**config.mk**
```make
export PLATFORM = sky130hd
export DESIGN_NAME = abmc_regs
export DESIGN_NICKNAME = d
export VERILOG_FILES = /design/src/hw/abmc_pkg.sv /design/src/hw/abmc_regs.sv
export SDC_FILE = /design/constraint.sdc
export NUM_CORES = 1
export LEC_CHECK = 0
export BUFFER_PORTS_ARGS = -buffer_cell sky130_fd_sc_hd__buf_4
export CORE_MARGIN = 2
export CORE_UTILIZATION = 47
export DETAILED_ROUTE_END_ITERATION = 7
export PLACE_DENSITY_LB_ADDON = 0.1
export SYNTH_ARGS = -nofsm -noshare
export SYNTH_HDL_FRONTEND = slang
export SYNTH_SLANG_ARGS = --single-unit
```
**constraint.sdc**
```tcl
create_clock -name i_clk -period 1.1 [get_ports i_clk]
set_clock_uncertainty 0.05 [all_clocks]
set_input_delay 0.11 -clock i_clk [delete_from_list [all_inputs] [get_ports i_clk]]
set_output_delay 0.11 -clock i_clk [all_outputs]
set_load 0.01 [all_outputs]
```
**src/hw/abmc_pkg.sv**
```systemverilog
package abmc_pkg;

  localparam logic [3:0] ABMC_ADDR_BIAS = 4'h1;
  localparam logic [3:0] ABMC_ADDR_MUX  = 4'h2;
  localparam logic [3:0] ABMC_ADDR_SYS  = 4'h3;

  localparam int BIAS_NEG_BIT   = 1;
  localparam int BIAS_POS_BIT   = 0;
  localparam int MUX_CLK_BIT    = 7;
  localparam int MUX_SEL_LSB    = 0;
  localparam int SYS_GAIN_LSB   = 4;
  localparam int SYS_RATE_LSB   = 0;

  localparam logic [1:0] BIAS_RESET = 2'h0;
  localparam logic [2:0] SEL_RESET  = 3'h0;
  localparam logic [2:0] GAIN_RESET = 3'h0;
  localparam logic [3:0] RATE_RESET = 4'h0;

  localparam logic [2:0] SEL_NORMAL = 3'h0;
  localparam logic [2:0] SEL_OFFSET = 3'h1;
  localparam logic [2:0] SEL_GAIN   = 3'h2;
  localparam logic [2:0] SEL_TEMP   = 3'h3;
  localparam logic [2:0] GAIN_UNITY = 3'h0;
  localparam logic [3:0] RATE_TOP   = 4'h9;

  typedef enum logic [1:0] {
    ROUTE_NORMAL,
    ROUTE_MID_SUPPLY,
    ROUTE_REFERENCE,
    ROUTE_TEMP_DIODE
  } abmc_route_e;

  typedef struct packed {
    abmc_route_e route;
    logic        bias_pos;
    logic        bias_neg;
    logic [2:0]  gain;
    logic [3:0]  rate;
  } abmc_ctrl_s;

  typedef struct packed {
    logic [1:0] bias;
    logic [2:0] sel;
    logic [2:0] gain;
    logic [3:0] rate;
    logic       clk_meta;
    logic       clk_sync;
    logic [7:0] rdata;
    logic       rd_valid;
    abmc_ctrl_s ctrl;
  } abmc_state_s;

  localparam abmc_ctrl_s CTRL_RESET = '{ROUTE_NORMAL, 1'b0, 1'b0, 3'h0, 4'h0};

endpackage

```
**src/hw/abmc_regs.sv**
```systemverilog
`timescale 1ns/100ps
// What this block does
// - Bias register resets to zero; upper six bits read as zero.
// - Bias bit 1 ties the negative input to mid-supply when set.
// - Bias bit 0 ties the positive input to mid-supply when set.
// - Monitor register at 02h: bit 7 status, bits 6..3 zero, bits 2..0 selector.
// - Bit 7 reads 0 on internal oscillator, 1 on external clock.
// - Selector resets to 000, normal path with stored gain.
// - A nonzero selector overrides the bias enables.
// - Selector 001 ties both converter inputs to mid-supply, stored gain kept.
// - Selector 010 connects the reference across the inputs, gain forced to 1.
// - Selector 011 routes to the temperature diode, gain forced to 1.
// - Forced gain never overwrites the stored gain field.
// - Gain and rate register at 03h resets 00h; bit 7 reads zero.
// - Gain code selects powers of two, 000 is gain 1 by default.
// - Rate code 0000 is default; codes 1001 to 1111 act as the top rate.
module abmc_regs
  import abmc_pkg::*;
(
  input  wire logic       i_clk,
  input  wire logic       i_rst,
  input  wire logic       i_ext_clk_src,
  input  wire logic       i_wr_en,
  input  wire logic       i_rd_en,
  input  wire logic [3:0] i_addr,
  input  wire logic [7:0] i_wdata,
  output logic      [7:0] o_rdata,
  output logic            o_rd_valid,
  output logic            o_clock_source_flag,
  output abmc_ctrl_s      o_ctrl
);

  abmc_state_s st;
  abmc_state_s next_st;

  always_comb begin
    next_st          = st;
    next_st.clk_meta = i_ext_clk_src;
    next_st.clk_sync = st.clk_meta;
    next_st.rd_valid = i_rd_en;
    if (i_wr_en) begin
      case (i_addr)
        ABMC_ADDR_BIAS: begin
          next_st.bias = i_wdata[BIAS_NEG_BIT:BIAS_POS_BIT];
        end
        ABMC_ADDR_MUX: begin
          next_st.sel = i_wdata[MUX_SEL_LSB +: 3];
        end
        ABMC_ADDR_SYS: begin
          next_st.gain = i_wdata[SYS_GAIN_LSB +: 3];
          next_st.rate = i_wdata[SYS_RATE_LSB +: 4];
        end
        default: begin
          next_st.rate = next_st.rate;
        end
      endcase
    end
    if (i_rd_en) begin
      case (i_addr)
        ABMC_ADDR_BIAS: next_st.rdata = {6'h00, st.bias};
        ABMC_ADDR_MUX:  next_st.rdata = {st.clk_sync, 4'h0, st.sel};
        ABMC_ADDR_SYS:  next_st.rdata = {1'b0, st.gain, st.rate};
        default:        next_st.rdata = 8'h00;
      endcase
    end
    next_st.ctrl.bias_pos = next_st.bias[BIAS_POS_BIT]
                            && (next_st.sel == SEL_NORMAL);
    next_st.ctrl.bias_neg = next_st.bias[BIAS_NEG_BIT]
                            && (next_st.sel == SEL_NORMAL);
    next_st.ctrl.gain     = next_st.gain;
    next_st.ctrl.route    = ROUTE_NORMAL;
    case (next_st.sel)
      SEL_OFFSET: begin
        next_st.ctrl.route = ROUTE_MID_SUPPLY;
      end
      SEL_GAIN: begin
        next_st.ctrl.route = ROUTE_REFERENCE;
        next_st.ctrl.gain  = GAIN_UNITY;
      end
      SEL_TEMP: begin
        next_st.ctrl.route = ROUTE_TEMP_DIODE;
        next_st.ctrl.gain  = GAIN_UNITY;
      end
      default: begin
        next_st.ctrl.route = ROUTE_NORMAL;
      end
    endcase
    next_st.ctrl.rate = (next_st.rate > RATE_TOP) ? RATE_TOP : next_st.rate;
  end

  always_ff @(posedge i_clk or posedge i_rst) begin
    if (i_rst) begin
      st.bias     <= BIAS_RESET;
      st.sel      <= SEL_RESET;
      st.gain     <= GAIN_RESET;
      st.rate     <= RATE_RESET;
      st.clk_meta <= 1'b0;
      st.clk_sync <= 1'b0;
      st.rdata    <= 8'h00;
      st.rd_valid <= 1'b0;
      st.ctrl     <= CTRL_RESET;
    end else begin
      st <= next_st;
    end
  end

  assign o_rdata             = st.rdata;
  assign o_rd_valid          = st.rd_valid;
  assign o_clock_source_flag = st.clk_sync;
  assign o_ctrl              = st.ctrl;

  a_bias_read_zero: assert property (
    @(posedge i_clk) disable iff (i_rst)
    (i_rd_en && i_addr == ABMC_ADDR_BIAS) |=> (o_rd_valid && o_rdata[7:2] == 6'h00))
    else $error("Bias register upper bits not zero on read.");

  a_neg_bias_on: assert property (
    @(posedge i_clk) disable iff (i_rst)
    (i_wr_en && i_addr == ABMC_ADDR_BIAS && i_wdata[1] && st.sel == SEL_NORMAL)
      |=> o_ctrl.bias_neg)
    else $error("Negative input bias not applied after write.");

  a_pos_bias_on: assert property (
    @(posedge i_clk) disable iff (i_rst)
    (i_wr_en && i_addr == ABMC_ADDR_BIAS && i_wdata[0] && st.sel == SEL_NORMAL)
      |=> o_ctrl.bias_pos)
    else $error("Positive input bias not applied after write.");

  a_mux_read_fields: assert property (
    @(posedge i_clk) disable iff (i_rst)
    (i_rd_en && i_addr == ABMC_ADDR_MUX && !i_wr_en)
      |=> (o_rdata[6:3] == 4'h0 && o_rdata[7] == $past(o_clock_source_flag)
           && o_rdata[2:0] == $past(st.sel)))
    else $error("Monitor register read back wrong.");

  a_clk_flag_follow: assert property (
    @(posedge i_clk) disable iff (i_rst)
    i_ext_clk_src [*3] |-> o_clock_source_flag)
    else $error("Clock source flag does not follow the clock source.");

  a_normal_gain: assert property (
    @(posedge i_clk) disable iff (i_rst)
    (st.sel == SEL_NORMAL) |-> (o_ctrl.route == ROUTE_NORMAL && o_ctrl.gain == st.gain))
    else $error("Normal path does not use the stored gain.");

  a_monitor_bias_off: assert property (
    @(posedge i_clk) disable iff (i_rst)
    (st.sel != SEL_NORMAL) |-> (!o_ctrl.bias_pos && !o_ctrl.bias_neg))
    else $error("Bias enable active while a monitor is selected.");

  a_offset_route: assert property (
    @(posedge i_clk) disable iff (i_rst)
    (i_wr_en && i_addr == ABMC_ADDR_MUX && i_wdata[2:0] == SEL_OFFSET)
      |=> (o_ctrl.route == ROUTE_MID_SUPPLY && o_ctrl.gain == st.gain))
    else $error("Offset selection did not tie inputs to mid-supply.");

  a_ref_gain_unity: assert property (
    @(posedge i_clk) disable iff (i_rst)
    (st.sel == SEL_GAIN) |-> (o_ctrl.route == ROUTE_REFERENCE && o_ctrl.gain == GAIN_UNITY))
    else $error("Reference selection did not force unity gain.");

  a_temp_gain_unity: assert property (
    @(posedge i_clk) disable iff (i_rst)
    (st.sel == SEL_TEMP) |-> (o_ctrl.route == ROUTE_TEMP_DIODE && o_ctrl.gain == GAIN_UNITY))
    else $error("Temperature selection did not force unity gain.");

  a_gain_kept: assert property (
    @(posedge i_clk) disable iff (i_rst)
    (i_wr_en && i_addr == ABMC_ADDR_MUX) |=> (st.gain == $past(st.gain)))
    else $error("Stored gain changed by a monitor selection.");

  a_sys_read_top: assert property (
    @(posedge i_clk) disable iff (i_rst)
    (i_rd_en && i_addr == ABMC_ADDR_SYS) |=> (o_rdata[7] == 1'b0))
    else $error("Gain and rate register bit 7 not zero.");

  a_rate_clamp: assert property (
    @(posedge i_clk) disable iff (i_rst)
    (st.rate > RATE_TOP) |-> (o_ctrl.rate == RATE_TOP))
    else $error("Rate codes above nine not mapped to the top rate.");

  a_bias_write_mask: assert property (
    @(posedge i_clk) disable iff (i_rst)
    (i_wr_en && i_addr == ABMC_ADDR_BIAS) ##1 (i_rd_en && i_addr == ABMC_ADDR_BIAS && !i_wr_en)
      |=> (o_rdata == {6'h00, $past(i_wdata[1:0], 2)}))
    else $error("Bias write did not ignore reserved bits.");

endmodule
```
==> results.toml, run 1 <==
[synth]
yosysTopAreaCellShare_pct = 53.8
async_flop_share_pct = 100
yosys-top-cells-count = "dfrtp_1 (34), buf_4 (20), inv_1 (15)"
ys_ff_latch = 34
syn-num-nets = 154
synth.avg_cell_area_um2 = 11.5
ys_warn_count = 0
synth-edff-count = 0
synth_flop_cell = "dfrtp_1"
ys_seq_area_share_pct = 53.8
syn_inst = 137
yosys.area.top_type = "dfrtp_1"
yosysMostFrequentCell = "dfrtp_1"
synth_area_leaders = "dfrtp_1 (54%), buf_4 (9.5%), mux2_2 (5.0%), mux2_4 (3.8%), inv_1 (3.6%)"
syn_area_um2 = 1580
synth.distinct_cells = 28

[cts]
clock_latency_ps = 330
clock_sinks = 34
cts_root_buffer = "clkbuf_4"
cts_htree_levels = 2
clk_path_buf_depth = 2
cts_inserted_buffers = 5
cts_tree = "yes"
clk_transition_reported_paths_ps = 100

[placed_design]
portBuffers = 36
placed_area_um2 = 1850
dp_hpwl_um = 1970
place_congestion = 0.769
post-place-cells = 209

[cells_and_area]
final_cells = 227
diodes = 0
area_growth_pct = 29.1
nets = 197
drive_above_1_share_pct = 43.1
design_area_um2 = 2040
nFillCells = 266

[worst_setup_path]
path_buf_inv = 0
cp_max_fo = 2
rrSetupSlack_ps = -7
worst_ep_required_time_ps = 1260
crit_type = "register to register"
path_cells = "mux2_4, a22oi_2, o22ai_2"
r2r_end = "o_rdata[1]"
cp_slowest_cell = "dfrtp_1"
critPathTopFamily = "flip-flops"
rr_startpoint = "st[23]"
critPathLaunchType = "register"
critPathCaptureType = "register"
max_stage_delay_ps = 400
rr_worst_depth = 3
arrival_ps = 1270

[timing]
worst_slack_ps = -7.06
finalCriticalPeriod_ps = 1110
rsz0062_at_grt = "true"
timing.final.crit_share_pct = 101
hold_violations = 0
fmax_mhz = 903
max-slew-margin-rel_pct = 83.4
finalMaxSlewViolations = 0
worstMarginPinSlew_ps = 243
finalSetupViolations = 1

[global_routing]
grt_usage_pct = 17.6
grt_pass1_wl_um = 4710
grt_pass1_vias = 934
grt_max_degree = 35
antenna_found_initial = 0
grt_overflow = 0

[route]
drc = 0
route.vias.total = 1064
viasPerCell = 4.69
drt_wl_total_um = 2890
wl_per_cell_um = 12.7
dr.pass1.iters = 4
drt_iter0_markers = 33
ant_nets = 0

[min_path]
hold_path.class = "primary input to register"
hold_depth = 2
holdPathEnd = "st[24]"
hold_path.startpoint = "i_wdata[2]"

[pwr]
power_density_nw_per_um2 = 1530
max-vdd-ir-drop_v = 0.000788
power.leakage_nw = 0.985

[job]
drv_cap = 0

[outcome]
status = "finished with violations"
violations = "setup timing"

[floorplanning]
fp.coreArea_um2 = 3280
dieArea_um2 = 3840
ios = 38
start_util_pct = 48.1
row_count = 21
fp.dieW_um = 62.0
fp.dieH_um = 62.0
==> worst max path at each step <==
stage / startpoint / endpoint / slack, ps / cells past startpoint
2_1_floorplan: i_addr[1] / o_ctrl[7] / -30 / 4
3_3_place_gp: i_addr[3] / o_ctrl[5] / -190 / 6
3_5_place_dp: i_addr[3] / o_ctrl[4] / -220 / 6
4_1_cts: st[29] / o_ctrl[8] / -20 / 3
5_1_grt: st[29] / o_ctrl[8] / -70 / 3
6_report: st[23] / o_rdata[1] / -7 / 3
==> metrics by stage <==
stage,setup WS (ps),util (%),setup TNS [ps],total power [mW],hold WS (ps)
final,-7.06,62.1,-7.06,3.13,18.8
after global routing,-73.8,62.1,-178,3.33,11.5
after CTS,-19.1,61.2,-19.1,3.12,6.08
after detailed placement,-225,56.3,-2320,2.37,127
after global placement,-187,56.3,-1900,2.36,122
after floorplan,-28.5,-,-106,2.14,91.4
==> layout make-up <==
type                    count  area (µm²)  area share, %
clock buffers               7        55.1           2.70
clock inverters             1        5.00          0.245
inverters                  15        56.3           2.76
multi-input cells          65         537           26.3
flip-flops and latches     34         851           41.7
well taps                  46        57.6           2.82
repair buffers             59         478           23.4
==> where the power goes <==
part           switching, mW  internal, mW  leakage (nW)
sequential             0.104          1.46         0.433
combinational          0.363         0.492         0.517
clock                  0.397         0.310        0.0353
total                  0.864          2.26         0.985
==> repair_timing <==
action	4_1_cts	5_1_grt
hold buffers	9	0
resized for setup	2	5
setup endpoints to repair	2	11
pin swaps	2	5
buffers inserted	0	1
hold endpoints to repair	45	0
==> routing by layer <==
metal | global-route usage [%] | vias to the layer above | share of wire (%)
met2 | 25.6 | 26 | 48
met1 | 24.5 | 506 | 45
li1 | - | 527 | -
met4 | 7.29 | 0 | 1.1
met5 | 0 | - | 0
met3 | 4.97 | 5 | 5.4
==> cells by family after synthesis <==
| kind of cell | Yosys count | share of synthesized area, % |
|---|---|---|
| buf+inv | 38 | 14.7 |
| simple gates | 31 | 12.7 |
| mux | 13 | 10.8 |
| flops | 34 | 53.8 |
| compound gates | 21 | 7.84 |
==> state kept, by name, indices dropped and copies added (netlist names) <==
signal and cells:
o_clock_source_flag 1, o_rd_valid 1, st 12, o_ctrl 11, next_st 1, o_rdata 8
==> cells in the final DEF, fill, tap and decap left out, drive strengths merged <==
cell type	count
a22oi	2
a31oi	1
and4	1
and4b	1
buf	50
clkbuf	7
clkinv	1
dfrtp	34
dlygate4sd3	9
inv	15
mux2	11
mux2i	2
nand2	8
nand2b	2
nand3	2
nand3b	3
nand4	2
nor2	3
nor2b	5
nor3	3
nor4b	1
o21ai	10
o22ai	6
o31ai	2
No activity file was read; power rests on OpenSTA's default activity.
==> run 2, diff against run 1 <==
--- a/config.mk
+++ b/config.mk
@@ -7,7 +7,7 @@
 export LEC_CHECK = 0
 export BUFFER_PORTS_ARGS = -buffer_cell sky130_fd_sc_hd__buf_4
 export CORE_MARGIN = 2
-export CORE_UTILIZATION = 47
+export CORE_UTILIZATION = 52
 export DETAILED_ROUTE_END_ITERATION = 7
 export PLACE_DENSITY_LB_ADDON = 0.1
 export SYNTH_ARGS = -nofsm -noshare
==> constraint.sdc (replaced) <==
create_clock -name i_clk -period 1.17 [get_ports i_clk]
set_clock_uncertainty 0.05 [all_clocks]
set_input_delay 0.117 -clock i_clk [delete_from_list [all_inputs] [get_ports i_clk]]
set_output_delay 0.117 -clock i_clk [all_outputs]
set_load 0.01 [all_outputs]
==> results.toml, run 2 (synthesized netlist as in run 1, its figures left out) <==
[outcome]
status = "finished with violations"
violations = "setup timing"

[route]
drt_iter0_markers = 34
wl_per_cell_um = 13.6
dr.pass1.iters = 2
drc = 0
wl_met1_um = 1270
dr_wl_met3_um = 105
route.vias.total = 1081
wl_met2_um = 1490
drt_wl_total_um = 2920
top_layer = "met4"
viasPerCell = 5.03
ant_nets = 0

[placed_design]
portBuffers = 36
place_congestion = 0.732
dp_hpwl_um = 2030

[cells_and_area]
final_cell_mix = "buf_4 (51), dfrtp_1 (34), inv_1 (15)"
final_common_cell = "buf_4"
nFillCells = 242
diodes = 0
drive_above_1_share_pct = 44.5
final_core_util_pct = 67.7
area_growth_pct = 27.6
nets = 198
largest_register_ffs = 12
top_register = "st"

[worst_setup_path]
r2r_end = "o_ctrl[8]"
worst_ep_required_time_ps = 1350
rrSetupSlack_ps = -20
critPathLaunchType = "register"
cp_max_fo = 2
path_cells = "nor3_2, mux2i_1, o31ai_1"
rr_worst_depth = 3
crit_type = "register to register"
rr_startpoint = "st[29]"
arrival_ps = 1370
cp_slowest_cell = "dfrtp_1"
critPathCaptureType = "register"
max_stage_delay_ps = 410

[floorplanning]
dieArea_um2 = 3500
ios = 38
row_count = 20
fp.dieH_um = 59.1
fp.dieW_um = 59.1
start_util_pct = 53.1
fp.coreArea_um2 = 2980

[global_routing]
grt_overflow = 0
grt_pass1_wl_um = 4780
antenna_found_initial = 0
grt_pass1_vias = 1048
grt_usage_pct = 19.0
grt_max_degree = 35

[pwr]
power_switching_share_pct = 28.2
p_seq_share_pct = 50.0
switching_power_uw = 830
total_power_mw = 2.95
clkPwrFrac_pct = 23.0
power.leakage_nw = 0.979
max-vdd-ir-drop_v = 0.000934
power_density_nw_per_um2 = 1460
p_int_mw = 2.12
p_comb_share_pct = 27.1

[timing]
timing.final.crit_share_pct = 102
finalMaxSlewViolations = 0
finalSetupViolations = 1
hold_violations = 0
max-slew-margin-rel_pct = 72.2
worstMarginPinSlew_ps = 417
worst_slack_ps = -19.1
finalCriticalPeriod_ps = 1190
fmax_mhz = 841
rsz0062_at_grt = "true"

[cts]
clk_transition_reported_paths_ps = 110
cts_root_buffer = "clkbuf_4"
clock_sinks = 34
cts_tree = "yes"
clk_path_buf_depth = 2
cts_inserted_buffers = 5
cts_htree_levels = 2
clock_latency_ps = 330

[min_path]
hold_depth = 2
holdPathEnd = "st[23]"
hold_path.startpoint = "i_wdata[1]"
hold_path.class = "primary input to register"

[job]
drv_cap = 0
## run 2: changes by cell type in the layout (fill, tap and decap cells not counted), sizes merged
cell	change
buf	+1
clkbuf	-1
clkinvlp	+1
## run 2: worst max path at each step
| stage | start | end | slack (ps) | depth (start not counted) |
|---|---|---|---|---|
| 3_3_place_gp | i_addr[3] | o_ctrl[5] | -140 | 6 |
| 2_1_floorplan | i_addr[1] | o_ctrl[7] | 0.9 | 4 |
| 4_1_cts | i_wdata[2] | o_ctrl[4] | 30 | 5 |
| 6_report | st[29] | o_ctrl[8] | -20 | 3 |
| 5_1_grt | st[29] | o_ctrl[8] | -120 | 3 |
| 3_5_place_dp | i_addr[3] | o_ctrl[5] | -160 | 6 |
## run 2: per-stage QoR
stage	hold WS (ps)	setup TNS [ps]	std cells	setup WS [ps]	instance area, µm²
final	68.8	-19.1	215	-19.1	2020
after global routing	62.0	-181	215	-122	2020
after CTS	28.5	0	213	27.1	1980
after detailed placement	178	-1350	196	-159	1820
after global placement	178	-1060	196	-139	1820
after floorplan	98.4	0	137	0.896	1590
## run 2: layer usage
| metal | vias to the layer above | GRT usage, % |
|---|---|---|
| li1 | 529 | - |
| met1 | 519 | 24.2 |
| met2 | 26 | 31.0 |
| met3 | 7 | 3.93 |
| met4 | 0 | 8.77 |
| met5 | - | 0 |
## run 2: area by class of cell
type                    count  area [µm²]  area share [%]
clock buffers               6        51.3            2.55
clock inverters             2        12.5           0.621
inverters                  15        56.3            2.79
multi-input cells          65         531            26.3
flip-flops and latches     34         851            42.2
well taps                  33        41.3            2.05
repair buffers             60         473            23.5
## run 2: what timing repair did
| item | 4_1_cts | 5_1_grt |
|---|---|---|
| endpoints found under the setup margin | 1 | 4 |
| resized for setup | 1 | 4 |
| pin swaps | 0 | 2 |
| hold endpoints to repair | 45 | 0 |
| buffers inserted | 0 | 2 |
| hold buffers | 9 | 0 |
## run 2: worst max-delay path: cells and delay by family, from the launching register on
family | cells | cell delay (ps)
AO/OA/AOI/OAI | 1 | 250
multiplexers | 1 | 140
AND/OR/NAND/NOR | 1 | 250
flip-flops | 1 | 410
## run 2: power groups by stage
stage	combinational (mW)	sequential [mW]	clock, mW
floorplan	0.537	1.47	0
CTS	0.758	1.47	0.693
detailed placement	0.729	1.49	0
finish	0.798	1.47	0.676
global route	0.871	1.49	0.747
global placement	0.711	1.48	0
==> run 3, diff against run 2 <==
==> constraint.sdc (replaced) <==
create_clock -name i_clk -period 1.17 [get_ports i_clk]
set_clock_uncertainty 0.05 [all_clocks]
set_input_delay 0.117 -clock i_clk [delete_from_list [all_inputs] [get_ports i_clk]]
set_output_delay 0.117 -clock i_clk [all_outputs]
set_load 0.1 [all_outputs]
==> results.toml, run 3 (synthesized netlist as in run 1, its figures left out) <==
[worst_setup_path]
critPathLaunchType = "primary input"
max_stage_delay_ps = 530
arrival_ps = 1300
cp_slowest_cell = "dlygate4sd3_1"
critPathCaptureType = "register"
path_cells = "dlygate4sd3_1, buf_4, nand2b_1, mux2i_4, nor2b_1"
rr_startpoint = "st[31]"
rrSetupSlack_ps = 40
r2r_end = "o_ctrl[8]"
cp_max_fo = 7
crit_type = "primary input to register"
rr_worst_depth = 3
worst_ep_required_time_ps = 1340
worstSetupStartpoint = "i_wdata[2]"

[min_path]
holdPathEnd = "o_ctrl[1]"
hold_depth = 3
hold_path.startpoint = "i_wdata[1]"
hold_path.class = "primary input to register"

[job]
drv_cap = 0

[pwr]
max-vdd-ir-drop_v = 0.00123
power_density_nw_per_um2 = 1850
power.leakage_nw = 0.990

[floorplanning]
fp.dieH_um = 59.1
dieArea_um2 = 3500
fp.coreArea_um2 = 2980
row_count = 20
ios = 38
start_util_pct = 53.1
fp.dieW_um = 59.1

[route]
route.vias.total = 1079
ant_nets = 0
wl_per_cell_um = 13.0
drc = 0
dr.pass1.iters = 4
drt_iter0_markers = 21
viasPerCell = 5.02
drt_wl_total_um = 2800

[global_routing]
grt_overflow = 0
grt_pass1_vias = 1043
grt_max_degree = 35
grt_pass1_wl_um = 4690
grt_usage_pct = 18.3
antenna_found_initial = 0

[cts]
clock_latency_ps = 330
cts_htree_levels = 2
clock_sinks = 34
cts_inserted_buffers = 5
clk_path_buf_depth = 2
cts_root_buffer = "clkbuf_4"
clk_transition_reported_paths_ps = 100
cts_tree = "yes"
post_cts_buffers = 0

[timing]
rsz0062_at_grt = "true"
worstMarginPinSlew_ps = 421
fmax_mhz = 884
timing.hold.ws_ps = 32.1
finalSetupViolations = 0
finalCriticalPeriod_ps = 1130
hold_violations = 0
finalMaxSlewViolations = 0
max-slew-margin-rel_pct = 71.9
timing.final.crit_share_pct = 96.7

[cells_and_area]
top_register = "st"
final_cell_mix = "buf_4 (39), dfrtp_1 (33), inv_1 (15)"
final_common_cell = "buf_4"
largest_register_ffs = 12
diodes = 0
final_core_util_pct = 69.1
multiInputGateArea_um2 = 510
regArea_um2 = 852
area_growth_pct = 30.2
nFillCells = 229
nets = 198
drive_above_1_share_pct = 42.9

[placed_design]
portBuffers = 36
dp_hpwl_um = 2020
place_congestion = 0.767

[outcome]
status = "completed"
## run 3: what timing repair did
| action | in CTS | in global routing |
|---|---|---|
| endpoints found under the hold margin | 45 | 0 |
| gates resized for setup | 7 | 6 |
| pin swaps | 0 | 1 |
| hold buffers | 9 | 0 |
| endpoints found under the setup margin | 7 | 9 |
## run 3: worst max-delay path by stage
stage	end	slack, ps	cells past startpoint
after detailed placement	o_ctrl[8]	-150	5
after CTS	o_ctrl[8]	-3	3
after floorplan	o_ctrl[7]	0.9	4
after global placement	o_ctrl[4]	-120	6
final	o_ctrl[4]	40	5
after global routing	o_ctrl[8]	-70	3
## run 3: final cells by class
cell class                      instances  share of cell area (%)
Sequential cell                        34                    41.4
Timing Repair Buffer                   60                    25.2
Multi-Input combinational cell         65                    24.8
Clock buffer                            8                    3.83
Inverter                               15                    2.74
Tap cell                               33                    2.01
## run 3: power breakdown
group	total, mW	switching [mW]	leakage (nW)	internal [mW]
combinational	1.54	1.07	0.513	0.470
sequential	1.48	0.101	0.432	1.37
clock	0.789	0.378	0.0446	0.410
total	3.80	1.55	0.990	2.26
## run 3: critical path, delay by kind of cell
family,cells,cell delay (ps)
multiplexers,1,240
AND/OR/NAND/NOR,2,250
buffers and inverters,2,690
## run 3: through the flow
stage / worst slack [ps] / instance area [µm²] / TNS [ps] / instances / total power, mW
floorplan: 0.896 / 1590 / 0 / 137 / 2.76
global placement: -117 / 1840 / -940 / 198 / 2.96
detailed placement: -148 / 1840 / -1210 / 198 / 2.98
CTS: -2.87 / 2030 / -2.87 / 215 / 3.82
global route: -69.0 / 2060 / -79.7 / 215 / 3.98
finish: 39.1 / 2060 / 0 / 215 / 3.80
## run 3: routing by layer
layer,GRT usage [%],vias to the layer above,part of all wire [%]
met1,24.1,520,46
li1,-,529,-
met5,0,-,0
met2,27.5,25,48
met4,6.82,0,1.5
met3,6.77,5,4.2
